**config.mk**
```make
export PLATFORM = sky130hd
export DESIGN_NAME = iop_port
export DESIGN_NICKNAME = d
export VERILOG_FILES = /design/src/logic/iop_pkg.sv /design/src/logic/iop_port.sv
export VERILOG_INCLUDE_DIRS = /design/src /design/src/logic
export SDC_FILE = /design/constraint.sdc
export NUM_CORES = 1
export LEC_CHECK = 0
export BUFFER_PORTS_ARGS = -buffer_cell sky130_fd_sc_hd__buf_2
export CAP_MARGIN = 30
export CORE_UTILIZATION = 62
export DETAILED_ROUTE_END_ITERATION = 16
export GPL_TIMING_DRIVEN = 0
export PLACE_DENSITY = 0.95
export SYNTH_ARGS = -nofsm -noshare
export SYNTH_HDL_FRONTEND = slang
export SYNTH_SLANG_ARGS = --single-unit
```
**constraint.sdc**
```tcl
create_clock -name clk_i -period 6.35 [get_ports clk_i]
set_input_delay 0.3175 -clock clk_i [delete_from_list [all_inputs] [get_ports clk_i]]
set_output_delay 0.3175 -clock clk_i [all_outputs]
set_load 0.05 [all_outputs]
```
**src/logic/iop_regs.svh**
```systemverilog
// Register offsets, reset values and timing counts for the I/O port block.
// Assumes a 32-bit classic Wishbone slave with word-aligned byte addresses.
`ifndef IOP_REGS_SVH
`define IOP_REGS_SVH
`define IOP_OFS_OUT_DATA    8'h00
`define IOP_OFS_PIN_LEVEL   8'h04
`define IOP_OFS_DM0         8'h08
`define IOP_OFS_DM1         8'h0c
`define IOP_OFS_DM2         8'h10
`define IOP_OFS_SLEW        8'h14
`define IOP_OFS_BYPASS      8'h18
`define IOP_OFS_BIDIR       8'h1c
`define IOP_OFS_INP_OFF     8'h20
`define IOP_OFS_MASK        8'h24
`define IOP_OFS_AG          8'h28
`define IOP_OFS_AMUX        8'h2c
`define IOP_OFS_PORT_WIDE   8'h30
`define IOP_OFS_CTL         8'h34
`define IOP_OFS_LCD_ROLE    8'h38
`define IOP_OFS_LCD_EN      8'h3c
`define IOP_OFS_SIO_REF     8'h40
`define IOP_OFS_SIO_CFG     8'h44
`define IOP_OFS_SIO_HYST    8'h48
`define IOP_OFS_OUT_SEL0    8'h4c
`define IOP_OFS_OUT_SEL1    8'h50
`define IOP_OFS_OE_SEL0     8'h54
`define IOP_OFS_OE_SEL1     8'h58
`define IOP_OFS_DBL_SYNC    8'h5c
`define IOP_OFS_SYNC_OUT    8'h60
`define IOP_OFS_IRQ_STAT    8'h64
`define IOP_OFS_SNAP        8'h68
`define IOP_OFS_DR_WIN      8'h6c
`define IOP_OFS_PS_WIN      8'h70
`define IOP_OFS_PIN_CFG0    8'h80
`define IOP_OFS_IRQ_TYPE0   8'ha0
`define IOP_CFG_ZERO        8'h00
`define IOP_RESET_SYNC_N    2
`endif

```
**src/logic/iop_pkg.sv**
```systemverilog
// Types shared by the I/O port block.
// Assumes the constants header is included where offsets are needed.
package iop_pkg;
   typedef enum logic [1:0] {
      IOP_IRQ_OFF,
      IOP_IRQ_RISE,
      IOP_IRQ_FALL,
      IOP_IRQ_BOTH
   } iop_irq_type_t;

   typedef struct packed {
      logic [7:0] out_data_q;
      logic [7:0] dm0_q;
      logic [7:0] dm1_q;
      logic [7:0] dm2_q;
      logic [7:0] slew_q;
      logic [7:0] bypass_q;
      logic [7:0] bidir_q;
      logic [7:0] inp_off_q;
      logic [7:0] mask_q;
      logic [7:0] ag_q;
      logic [7:0] amux_q;
      logic [3:0] ctl_q;
      logic [7:0] lcd_role_q;
      logic [7:0] lcd_en_q;
      logic [7:0] sio_ref_q;
      logic [7:0] sio_cfg_q;
      logic [7:0] sio_hyst_q;
      logic [7:0] out_sel0_q;
      logic [7:0] out_sel1_q;
      logic [7:0] oe_sel0_q;
      logic [7:0] oe_sel1_q;
      logic [7:0] dbl_sync_q;
      logic [7:0] sync_out_q;
      logic [15:0] irq_type_q;
      logic [7:0] irq_stat_q;
      logic [7:0] snap_q;
      logic [7:0] sync1_q;
      logic [7:0] sync2_q;
      logic [7:0] pin_prev_q;
      logic        ack_q;
      logic [31:0] rdata_q;
   } iop_state_t;

   typedef struct packed {
      logic [7:0] out;
      logic [7:0] oe;
      logic [7:0] inp_en;
      logic [7:0] ag;
      logic [7:0] amux;
   } iop_pad_t;
endpackage

```
**src/logic/iop_port.sv**
```systemverilog
// One eight-pin I/O port with its pin interrupt unit, as a classic Wishbone slave.
// Assumes pin levels and logic array signals are synchronous to clk_i.
// Operation
// - Non-bypassed pin drives output data register bit.
// - Pin level register reads live pin levels.
// - Bypass bit picks data register or interconnect.
// - Bidirectional bit lets direction change dynamically.
// - Output window touches only masked bits.
// - Level window returns only masked level bits.
// - Port alias writes one bit across pins.
// - Per-pin alias exposes that pin's bits.
// - Three drive mode registers form mode code.
// - Input buffer off bit overrides drive mode.
// - Separate analog global and mux connect bits.
// - Control holds memory config and threshold.
// - LCD role and LCD pin enable per pin.
// - Two bits per pair select reference.
// - Two bits per pair configure buffers.
// - Two-bit select picks output data source.
// - Two-bit select picks output enable source.
// - Double sync puts pin through two flops.
// - Output sync registers interconnect data first.
// - Per-pin interrupt type register.
// - Status register shows posted pin interrupts.
// - Status read captures pin levels into snapshot.
// - Rising, falling or either edge only.
// - Status read clears set bits; idle pins still post.
//
// Register access over Wishbone and the register addresses are this design's own decisions.
`timescale 1ns/1ps
`include "iop_regs.svh"

module iop_port
   import iop_pkg::*;
(
   input  wire logic        clk_i,
   input  wire logic        rst_i,
   input  wire logic        cyc_i,
   input  wire logic        stb_i,
   input  wire logic        we_i,
   input  wire logic [7:0]  adr_i,
   input  wire logic [3:0]  sel_i,
   input  wire logic [31:0] dat_i,
   output logic      [31:0] dat_o,
   output logic             ack_o,
   input  wire logic [7:0]  pin_i,
   input  wire logic [7:0]  dsi_out_i [4],
   input  wire logic [7:0]  dsi_oe_i [4],
   output logic      [7:0]  dsi_in_o,
   output iop_pad_t         pad_o,
   output logic      [23:0] drive_mode_o,
   output logic      [7:0]  slew_o,
   output logic      [3:0]  port_ctl_o,
   output logic      [7:0]  lcd_role_o,
   output logic      [7:0]  lcd_en_o,
   output logic      [7:0]  sio_ref_o,
   output logic      [7:0]  sio_cfg_o,
   output logic      [7:0]  sio_hyst_o,
   output logic             irq_o
);

////////////////////////////////////////////////////////////////////////////////

   iop_state_t s_q;
   iop_state_t s_d;
   logic [7:0] udb_out;
   logic [7:0] udb_oe;
   logic [7:0] in_path;
   logic [7:0] rise;
   logic [7:0] fall;
   logic [7:0] evt;
   logic       bus_req;
   logic       wr;
   logic       rd;

   assign bus_req = cyc_i && stb_i && !s_q.ack_q;
   assign wr      = bus_req && we_i && sel_i[0];
   assign rd      = bus_req && !we_i;

   genvar g;
   for (g = 0; g < 8; g++) begin : g_pin
      logic [1:0] osel;
      logic [1:0] esel;
      iop_irq_type_t ty;
      assign osel = {s_q.out_sel1_q[g], s_q.out_sel0_q[g]};
      assign esel = {s_q.oe_sel1_q[g], s_q.oe_sel0_q[g]};
      assign udb_out[g] = dsi_out_i[osel][g];
      assign udb_oe[g]  = dsi_oe_i[esel][g];
      assign ty = iop_irq_type_t'(s_q.irq_type_q[2*g +: 2]);
      assign rise[g] = pin_i[g] && !s_q.pin_prev_q[g];
      assign fall[g] = !pin_i[g] && s_q.pin_prev_q[g];
      assign evt[g] = (rise[g] && (ty == IOP_IRQ_RISE || ty == IOP_IRQ_BOTH))
                   || (fall[g] && (ty == IOP_IRQ_FALL || ty == IOP_IRQ_BOTH));
      assign pad_o.out[g] = s_q.bypass_q[g] ? (s_q.sync_out_q[g] ? s_q.out_data_q[g] : udb_out[g])
                                            : s_q.out_data_q[g];
      assign pad_o.oe[g] = s_q.bidir_q[g] ? udb_oe[g] : (s_q.dm2_q[g] | s_q.dm1_q[g]);
      assign pad_o.inp_en[g] = !s_q.inp_off_q[g]
                               && ({s_q.dm2_q[g], s_q.dm1_q[g], s_q.dm0_q[g]} != 3'h0);
      assign drive_mode_o[3*g +: 3] = {s_q.dm2_q[g], s_q.dm1_q[g], s_q.dm0_q[g]};
      assign in_path[g] = s_q.dbl_sync_q[g] ? s_q.sync2_q[g] : pin_i[g];
   end

   assign dsi_in_o     = in_path;
   assign pad_o.ag     = s_q.ag_q;
   assign pad_o.amux   = s_q.amux_q;
   assign slew_o       = s_q.slew_q;
   assign port_ctl_o   = s_q.ctl_q;
   assign lcd_role_o   = s_q.lcd_role_q;
   assign lcd_en_o     = s_q.lcd_en_q;
   assign sio_ref_o    = s_q.sio_ref_q;
   assign sio_cfg_o    = s_q.sio_cfg_q;
   assign sio_hyst_o   = s_q.sio_hyst_q;
   assign irq_o        = |s_q.irq_stat_q;
   assign ack_o        = s_q.ack_q;
   assign dat_o        = s_q.rdata_q;

////////////////////////////////////////////////////////////////////////////////

   always_comb begin
      logic [7:0] wd;
      logic [7:0] rv;
      logic [2:0] pn;
      logic [2:0] bn;
      wd = dat_i[7:0];
      rv = 8'h00;
      pn = adr_i[4:2];
      bn = dat_i[10:8];
      s_d = s_q;
      s_d.ack_q = bus_req;
      s_d.sync1_q = pin_i;
      s_d.sync2_q = s_q.sync1_q;
      s_d.pin_prev_q = pin_i;
      if (s_q.ack_q) begin
         s_d.rdata_q = 32'h0000_0000;
      end
      s_d.irq_stat_q = s_q.irq_stat_q | evt;
      if (wr) begin
         if (adr_i == `IOP_OFS_OUT_DATA) begin
            s_d.out_data_q = wd;
         end else if (adr_i == `IOP_OFS_DM0) begin
            s_d.dm0_q = wd;
         end else if (adr_i == `IOP_OFS_DM1) begin
            s_d.dm1_q = wd;
         end else if (adr_i == `IOP_OFS_DM2) begin
            s_d.dm2_q = wd;
         end else if (adr_i == `IOP_OFS_SLEW) begin
            s_d.slew_q = wd;
         end else if (adr_i == `IOP_OFS_BYPASS) begin
            s_d.bypass_q = wd;
         end else if (adr_i == `IOP_OFS_BIDIR) begin
            s_d.bidir_q = wd;
         end else if (adr_i == `IOP_OFS_INP_OFF) begin
            s_d.inp_off_q = wd;
         end else if (adr_i == `IOP_OFS_MASK) begin
            s_d.mask_q = wd;
         end else if (adr_i == `IOP_OFS_AG) begin
            s_d.ag_q = wd;
         end else if (adr_i == `IOP_OFS_AMUX) begin
            s_d.amux_q = wd;
         end else if (adr_i == `IOP_OFS_PORT_WIDE) begin
            // Bits [10:8] pick the functional register, bit [8] is copied to all pins.
            case (bn)
               3'h0: s_d.out_data_q = {8{dat_i[8]}};
               3'h1: s_d.dm0_q = {8{dat_i[8]}};
               3'h2: s_d.dm1_q = {8{dat_i[8]}};
               3'h3: s_d.dm2_q = {8{dat_i[8]}};
               3'h4: s_d.bypass_q = {8{dat_i[8]}};
               3'h5: s_d.bidir_q = {8{dat_i[8]}};
               3'h6: s_d.inp_off_q = {8{dat_i[8]}};
               default: s_d.slew_q = {8{dat_i[8]}};
            endcase
         end else if (adr_i == `IOP_OFS_CTL) begin
            s_d.ctl_q = wd[3:0];
         end else if (adr_i == `IOP_OFS_LCD_ROLE) begin
            s_d.lcd_role_q = wd;
         end else if (adr_i == `IOP_OFS_LCD_EN) begin
            s_d.lcd_en_q = wd;
         end else if (adr_i == `IOP_OFS_SIO_REF) begin
            s_d.sio_ref_q = wd;
         end else if (adr_i == `IOP_OFS_SIO_CFG) begin
            s_d.sio_cfg_q = wd;
         end else if (adr_i == `IOP_OFS_SIO_HYST) begin
            s_d.sio_hyst_q = wd;
         end else if (adr_i == `IOP_OFS_OUT_SEL0) begin
            s_d.out_sel0_q = wd;
         end else if (adr_i == `IOP_OFS_OUT_SEL1) begin
            s_d.out_sel1_q = wd;
         end else if (adr_i == `IOP_OFS_OE_SEL0) begin
            s_d.oe_sel0_q = wd;
         end else if (adr_i == `IOP_OFS_OE_SEL1) begin
            s_d.oe_sel1_q = wd;
         end else if (adr_i == `IOP_OFS_DBL_SYNC) begin
            s_d.dbl_sync_q = wd;
         end else if (adr_i == `IOP_OFS_SYNC_OUT) begin
            s_d.sync_out_q = wd;
         end else if (adr_i == `IOP_OFS_DR_WIN) begin
            s_d.out_data_q = (s_q.out_data_q & ~s_q.mask_q) | (wd & s_q.mask_q);
         end else if (adr_i[7:5] == 3'h4) begin
            // Per-pin alias: bit0 data, bits3:1 drive mode, bit4 bypass, bit5 bidir, bit6 input off.
            s_d.out_data_q[pn] = wd[0];
            s_d.dm0_q[pn] = wd[1];
            s_d.dm1_q[pn] = wd[2];
            s_d.dm2_q[pn] = wd[3];
            s_d.bypass_q[pn] = wd[4];
            s_d.bidir_q[pn] = wd[5];
            s_d.inp_off_q[pn] = wd[6];
         end else if (adr_i[7:5] == 3'h5) begin
            s_d.irq_type_q[2*pn +: 2] = wd[1:0];
         end
      end
      // Synced bypassed pins reload the data register flop from the interconnect every cycle.
      s_d.out_data_q = (s_d.out_data_q & ~(s_q.bypass_q & s_q.sync_out_q))
                     | (udb_out & s_q.bypass_q & s_q.sync_out_q);
      if (rd) begin
         if (adr_i == `IOP_OFS_OUT_DATA) begin
            rv = s_q.out_data_q;
         end else if (adr_i == `IOP_OFS_PIN_LEVEL) begin
            rv = pin_i;
         end else if (adr_i == `IOP_OFS_DM0) begin
            rv = s_q.dm0_q;
         end else if (adr_i == `IOP_OFS_DM1) begin
            rv = s_q.dm1_q;
         end else if (adr_i == `IOP_OFS_DM2) begin
            rv = s_q.dm2_q;
         end else if (adr_i == `IOP_OFS_SLEW) begin
            rv = s_q.slew_q;
         end else if (adr_i == `IOP_OFS_BYPASS) begin
            rv = s_q.bypass_q;
         end else if (adr_i == `IOP_OFS_BIDIR) begin
            rv = s_q.bidir_q;
         end else if (adr_i == `IOP_OFS_INP_OFF) begin
            rv = s_q.inp_off_q;
         end else if (adr_i == `IOP_OFS_MASK) begin
            rv = s_q.mask_q;
         end else if (adr_i == `IOP_OFS_AG) begin
            rv = s_q.ag_q;
         end else if (adr_i == `IOP_OFS_AMUX) begin
            rv = s_q.amux_q;
         end else if (adr_i == `IOP_OFS_CTL) begin
            rv = {4'h0, s_q.ctl_q};
         end else if (adr_i == `IOP_OFS_LCD_ROLE) begin
            rv = s_q.lcd_role_q;
         end else if (adr_i == `IOP_OFS_LCD_EN) begin
            rv = s_q.lcd_en_q;
         end else if (adr_i == `IOP_OFS_SIO_REF) begin
            rv = s_q.sio_ref_q;
         end else if (adr_i == `IOP_OFS_SIO_CFG) begin
            rv = s_q.sio_cfg_q;
         end else if (adr_i == `IOP_OFS_SIO_HYST) begin
            rv = s_q.sio_hyst_q;
         end else if (adr_i == `IOP_OFS_OUT_SEL0) begin
            rv = s_q.out_sel0_q;
         end else if (adr_i == `IOP_OFS_OUT_SEL1) begin
            rv = s_q.out_sel1_q;
         end else if (adr_i == `IOP_OFS_OE_SEL0) begin
            rv = s_q.oe_sel0_q;
         end else if (adr_i == `IOP_OFS_OE_SEL1) begin
            rv = s_q.oe_sel1_q;
         end else if (adr_i == `IOP_OFS_DBL_SYNC) begin
            rv = s_q.dbl_sync_q;
         end else if (adr_i == `IOP_OFS_SYNC_OUT) begin
            rv = s_q.sync_out_q;
         end else if (adr_i == `IOP_OFS_IRQ_STAT) begin
            rv = s_q.irq_stat_q;
            // Pending bits clear; their new events are blocked, idle pins still post.
            s_d.irq_stat_q = (s_q.irq_stat_q & ~s_q.irq_stat_q) | (evt & ~s_q.irq_stat_q);
            s_d.snap_q = pin_i;
         end else if (adr_i == `IOP_OFS_SNAP) begin
            rv = s_q.snap_q;
         end else if (adr_i == `IOP_OFS_DR_WIN) begin
            rv = s_q.out_data_q & s_q.mask_q;
         end else if (adr_i == `IOP_OFS_PS_WIN) begin
            rv = pin_i & s_q.mask_q;
         end else if (adr_i == `IOP_OFS_PORT_WIDE) begin
            rv = s_q.out_data_q;
         end else if (adr_i[7:5] == 3'h4) begin
            rv = {pin_i[pn], s_q.inp_off_q[pn], s_q.bidir_q[pn], s_q.bypass_q[pn],
                  s_q.dm2_q[pn], s_q.dm1_q[pn], s_q.dm0_q[pn], s_q.out_data_q[pn]};
         end else if (adr_i[7:5] == 3'h5) begin
            rv = {6'h00, s_q.irq_type_q[2*pn +: 2]};
         end
         s_d.rdata_q = {24'h00_0000, rv};
      end
   end

   always_ff @(posedge clk_i) begin
      if (rst_i) begin
         s_q <= '0;
      end else begin
         s_q <= s_d;
      end
   end

////////////////////////////////////////////////////////////////////////////////

   chk_stat_read_clear: assert property (@(posedge clk_i) disable iff (rst_i)
      (rd && adr_i == `IOP_OFS_IRQ_STAT) |=> ((s_q.irq_stat_q & $past(s_q.irq_stat_q)) == 8'h00))
      else $error("Pending status bit survived its read.");

   chk_snap_capture: assert property (@(posedge clk_i) disable iff (rst_i)
      (rd && adr_i == `IOP_OFS_IRQ_STAT) |=> (s_q.snap_q == $past(pin_i)))
      else $error("Snapshot did not capture pin levels.");

   chk_rise_posts: assert property (@(posedge clk_i) disable iff (rst_i)
      (rise[0] && s_q.irq_type_q[1:0] == 2'h1 && !rd) |=> s_q.irq_stat_q[0])
      else $error("Rising edge did not post status.");

   chk_fall_ignored: assert property (@(posedge clk_i) disable iff (rst_i)
      (fall[0] && s_q.irq_type_q[1:0] == 2'h1 && !s_q.irq_stat_q[0]) |=> !s_q.irq_stat_q[0])
      else $error("Falling edge posted on rise-only pin.");

   chk_out_source: assert property (@(posedge clk_i) disable iff (rst_i)
      !s_q.bypass_q[0] |-> pad_o.out[0] == s_q.out_data_q[0])
      else $error("Unbypassed pin not driven from data register.");

   chk_bypass_src: assert property (@(posedge clk_i) disable iff (rst_i)
      (s_q.bypass_q[1] && !s_q.sync_out_q[1]) |-> pad_o.out[1] == udb_out[1])
      else $error("Bypassed pin not driven from interconnect.");

   chk_window_mask: assert property (@(posedge clk_i) disable iff (rst_i)
      (wr && adr_i == `IOP_OFS_DR_WIN) |=>
      ((s_q.out_data_q & ~$past(s_q.mask_q)) == ($past(s_q.out_data_q) & ~$past(s_q.mask_q))))
      else $error("Window write changed unmasked bit.");

   chk_dbl_sync: assert property (@(posedge clk_i) disable iff (rst_i)
      (s_q.dbl_sync_q[2] && $stable(s_q.dbl_sync_q[2])) |-> dsi_in_o[2] == $past(pin_i[2], 2))
      else $error("Double sync path is not two stages.");

   chk_ack_one: assert property (@(posedge clk_i) disable iff (rst_i)
      ack_o |=> !ack_o)
      else $error("Acknowledge held beyond one cycle.");

endmodule // iop_port

```
==> results of run 1 <==
==> cell usage after synthesis (5+ instances only) <==
master,n,area share (%)
nor2b_1,31,1.2
nand3b_1,8,0.38
mux2_2,18,1.3
o21ai_1,5,0.16
nor2_1,268,6.4
mux2i_1,175,11
mux4_2,25,3.6
a221o_1,8,0.51
nand2b_1,10,0.40
inv_1,12,0.28
nand4_1,9,0.36
buf_2,33,1.0
nor4_1,6,0.24
and3_1,5,0.20
o22ai_1,57,2.3
a211oi_1,64,3.0
a32oi_1,10,0.55
a21oi_1,98,3.1
o21ai_0,90,2.8
buf_4,131,6.2
nor3_1,42,1.3
clkbuf_1,98,2.3
nor3b_1,9,0.43
or3_1,9,0.36
nand3_1,33,1.0
buf_1,10,0.24
ha_1,5,0.40
a31oi_1,25,0.99
a211o_1,7,0.39
dfxtp_1,237,30
nand2_1,187,4.4
a221oi_1,7,0.39
o2111ai_1,5,0.28
o211ai_1,15,0.71
a22oi_1,41,1.9
a21boi_0,8,0.38
a311oi_1,15,0.83
a22o_1,7,0.39
o221ai_1,18,1.0
==> cell families after synthesis <==
| logic type | count (synthesis) | synth area share [%] |
|---|---|---|
| buf+inv | 289 | 10.4 |
| flops | 237 | 30.0 |
| simple gates | 676 | 20.8 |
| other cells | 1 | 0.0237 |
| fa+ha+maj | 5 | 0.395 |
| compound gates | 523 | 22.5 |
| mux | 218 | 15.9 |
==> per-layer routing <==
metal / GRT overflow / track usage, %
met2: 5 / 74.8
met5: 0 / 28.8
met3: 0 / 45.3
met4: 3 / 51.5
met1: 0 / 62.8
==> through the flow <==
step	util [%]	setup WS (ns)	instances	hold WS [ns]
CTS	72.8	2.48	2576	0.127
floorplan	-	3.27	1972	0.436
detailed placement	69.6	1.97	2533	0.478
global placement	69.5	1.90	2530	0.470
==> qor.csv, run 1 <==
stage,metric,value,unit
yosys,Yosys warning count,0,
clocking,H-tree depth,1,
status,tool error message,[ERROR GRT-0116] Global routing finished with congestion. Check the congestion regions in the DRC Viewer.,
yosys,number of synthesized register bits,237,
floorplanning,Die H,162,um
floorplanning,Rows,58,
clocking,CTS Buf Count,25,
grt,pin count of the biggest net entering global routing,14,
status,run status,stopped before the end,
clocking,buffer count from post-CTS setup fixing,0,
yosys,syn_area_per_cell,8.12,sq um
placement,post-placement cell area,0.0175,sq mm
grt,first-pass GRT wire length,118000,um
clocking,Resize count post-CTS,0,
clocking,hold_buf cts,0,
yosys,Post-Syn Area,0.0158,sq mm
floorplanning,chip width,162,um
clocking,CTS sink cnt,237,
yosys,number of synthesized flops with an enable pin,0,
placement,routability cong.,1.54,
floorplanning,Ports,279,
yosys,most common flop cell mapped by yosys,dfxtp_1,
clocking,Root Driver,clkbuf_16,
yosys,cells after synthesis,1949,
grt,vias in the first global route,19300,
grt,Total GRT Usage,60.0,%
floorplanning,Initial Utilization,63.0,%
placement,PortBufs,228,
yosys,post-synthesis sequential area ratio,30.0,%
yosys,post-synthesis cell type count,96,
clocking,Longest Clk Path Bufs,3,
grt,grt total ovfl,8,
yosys,post-synthesis async set-or-reset flop share,0,%
status,Stop stage,global routing (5_1_grt),
placement,DP Wirelength,52500,um
==> inputs of run 2 (changes only) <==
CORE_UTILIZATION = 40   (was 62)
PLACE_DENSITY = not set   (was 0.95)
PLACE_DENSITY_LB_ADDON = 0.15   (was not set)
==> run 2 against run 1 <==
Net effect:
- the flow now finishes without violations
- synthesized area did not move
- synthesized cell count is the same
==> qor.csv, run 2 <==
stage,metric,value,unit
status,run status,completed,
clocking,Longest Clk Path Bufs,3,
sta,Worst Tran Pin Value,1.13,ns
floorplanning,Initial Utilization,40.7,%
yosys,most frequent cells after synthesis,"268 x nor2_1, 237 x dfxtp_1, 187 x nand2_1",
clocking,Resize count post-CTS,0,
yosys,most common flop cell mapped by yosys,dfxtp_1,
placement,DP Wirelength,73700,um
drt,DRC viols,0,
clocking,H-tree depth,1,
grt,grt total ovfl,0,
worst_setup_path,worst reg2reg endpoint,lcd_role_o[7],
yosys,Yosys warning count,0,
worst_setup_path,Crit Reg-Reg Startpoint,ack_o,
drt,Via Count,18000,
clocking,worst-skew pair later-pin latency,0.58,ns
sta,fmax,211,MHz
drt,Wirelength per Cell,33.5,um
worst_setup_path,Startpoint Class,primary input,
floorplanning,Core ar.,0.0388,sq mm
drt,DR pass1 iterations,6,
sta,Setup WS post-layout,1.61,ns
placement,PortBufs,228,
layout,Biggest register,s_q,
placement,routability cong.,1.08,
clocking,hold_buf cts,0,
floorplanning,Rows,72,
sta,Tmin final,4.74,ns
grt,first-pass GRT wire length,128000,um
clocking,clock slew at reported path FFs,0.07,ns
yosys,Synth area leaders,"dfxtp_1 30%, mux2i_1 11%, nor2_1 6.4%",
worst_setup_path,worst-case reg-to-reg path depth,7,
yosys,most frequent cell after synthesis,nor2_1,
clocking,CTS tree,done,
hold_path,Hold Path Depth,2,
yosys,syn_area_per_cell,8.12,sq um
floorplanning,DIE AREA,0.0404,sq mm
worst_setup_path,worst path arrival time,5.26,ns
layout,"leading cell type in the layout, fill and taps excluded",nor2_1,
drt,Final ANT Viol Nets,0,
worst_setup_path,Setup crit end kind,flip-flop,
hold_path,Hold WC Path Type,in -> reg,
grt,pin count of the biggest net entering global routing,14,
drt,final wirelength,93500,um
layout,max reg flops,88,
flow_run,MaxCap Viol Count,0,
grt,vias in the first global route,16600,
floorplanning,Die H,201,um
grt,Total GRT Usage,44.7,%
sta,unrepaired setup endpoints after global routing,false,
yosys,post-synth top area share,30.0,%
yosys,number of synthesized flops with an enable pin,0,
layout,Layout Nets,2374,
grt,antenna violations before repair,2,
yosys,largest area contributor in the netlist,dfxtp_1,
worst_setup_path,critical path type,in -> reg,
yosys,Post-Syn Area,0.0158,sq mm
yosys,post-synthesis cell type count,96,
yosys,cells after synthesis,1949,
sta,final hold vios,0,
sta,# setup viols final,0,
sta,Total Neg Setup Slack,0,ns
sta,Clock Skew,0.0126,ns
layout,most frequent cells in the layout,"268 x nor2_1, 263 x buf_2, 237 x dfxtp_1, 187 x nand2_1, 175 x mux2i_1",
sta,Slew HR,24.0,%
hold_path,Hold EP,s_q[39],
yosys,number of synthesized register bits,237,
clocking,Root Driver,clkbuf_16,
layout,layout cells sized above 1,24.0,%
clocking,CTS sink cnt,237,
worst_setup_path,Crit path required time,6.87,ns
drt,DRT iter0 DRCs,2171,
worst_setup_path,Crit Path Max Fanout,11,
worst_setup_path,"setup slack, reg-to-reg",3.13,ns
hold_path,Hold Startpoint,pin_i[6],
power,Leak,7.83,nW
floorplanning,Ports,279,
placement,"worst slack, placed",1.40,ns
layout,area grow syn2layout,18.6,%
clocking,buffer count from post-CTS setup fixing,0,
sta,final period utilization,74.6,%
power,power per cell area,189,mW/mm^2
floorplanning,chip width,201,um
clocking,CTS Buf Count,26,
sta,final count of pins violating max slew,0,
yosys,post-synthesis async set-or-reset flop share,0,%
drt,Via density,6.45,
yosys,post-synthesis sequential area ratio,30.0,%
power,peak supply drop,0.218,mV
[run 2: cell counts after synthesis]
Identical to the previous run, type by type.
[run 2: kinds of logic (layout without fill, tap and decap cells)]
kind of cell / Yosys count / after routing / share of synthesized area, %
other: 1 / 26 / 0.0237
DFF: 237 / 237 / 30.0
and+or+nand+nor: 676 / 676 / 20.8
adders and majority gates: 5 / 5 / 0.395
muxes: 218 / 218 / 15.9
AOI/OAI and AO/OA: 523 / 523 / 22.5
buffers and inverters: 289 / 584 / 10.4
[run 2: through the flow]
| step | power, W | utilization [%] | hold WS [ns] | std cells | area (sq um) |
|---|---|---|---|---|---|
| after CTS | 0.00352 | 48.3 | 0.0981 | 2784 | 18700 |
| final | 0.00354 | 48.3 | 0.117 | 2787 | 18800 |
| after global placement | 0.00202 | 45.6 | 0.474 | 2718 | 17700 |
| after detailed placement | 0.00204 | 46.2 | 0.476 | 2737 | 17900 |
| after floorplan | 0.00181 | - | 0.436 | 1972 | 15900 |
| after global routing | 0.00361 | 48.3 | 0.112 | 2785 | 18800 |
[run 2: layer usage]
layer	track usage (%)	share of wire [%]
met5	0	0
met2	70.0	44
met1	56.5	39
met4	27.8	7.3
met3	8.67	9.6
[run 2: critical path, stage by stage]
cell      delay (ns)
buf_2           0.14
buf_2           0.24
buf_2           0.28
inv_2           0.25
ha_1            0.38
nor3b_2         0.86
clkbuf_1        0.63
buf_1           0.72
o21ai_0         0.48
nand3_1         0.16
o21ai_0         0.27
a211oi_1        0.32
o21ai_1         0.11
nand2_1         0.08
[run 2: how the worst max path moves through the flow]
| stage | cells after the start | start | end | slack, ns |
|---|---|---|---|---|
| after detailed placement | 14 | adr_i[2] | dat_o[5] | 1.40 |
| after global placement | 13 | adr_i[2] | dat_o[1] | 0.54 |
| after CTS | 14 | adr_i[2] | dat_o[5] | 1.98 |
| after floorplan | 12 | adr_i[2] | dat_o[2] | 3.27 |
| final | 14 | adr_i[2] | dat_o[5] | 1.61 |
| after global routing | 14 | adr_i[2] | dat_o[5] | 1.74 |
[run 2: power by group]
part / internal, W / switching, W / leakage [nW]
combinational: 0.000141 / 0.000380 / 5.52
sequential: 0.00149 / 0.0000118 / 1.91
clock: 0.000831 / 0.000682 / 0.398
total: 0.00247 / 0.00107 / 7.83
[run 2: final cells by class]
cell class | count | area [sq um]
fillers | 3868 | 20100
multi-input cells | 1446 | 9530
flip-flops and latches | 237 | 4740
plain buffers | 276 | 1600
repair buffers | 248 | 1360
clock buffers | 35 | 714
well taps | 518 | 648
clock inverters | 12 | 104
inverters | 13 | 48.8
diodes | 2 | 5.00
Note: power is estimated with default switching activity, not from simulation.
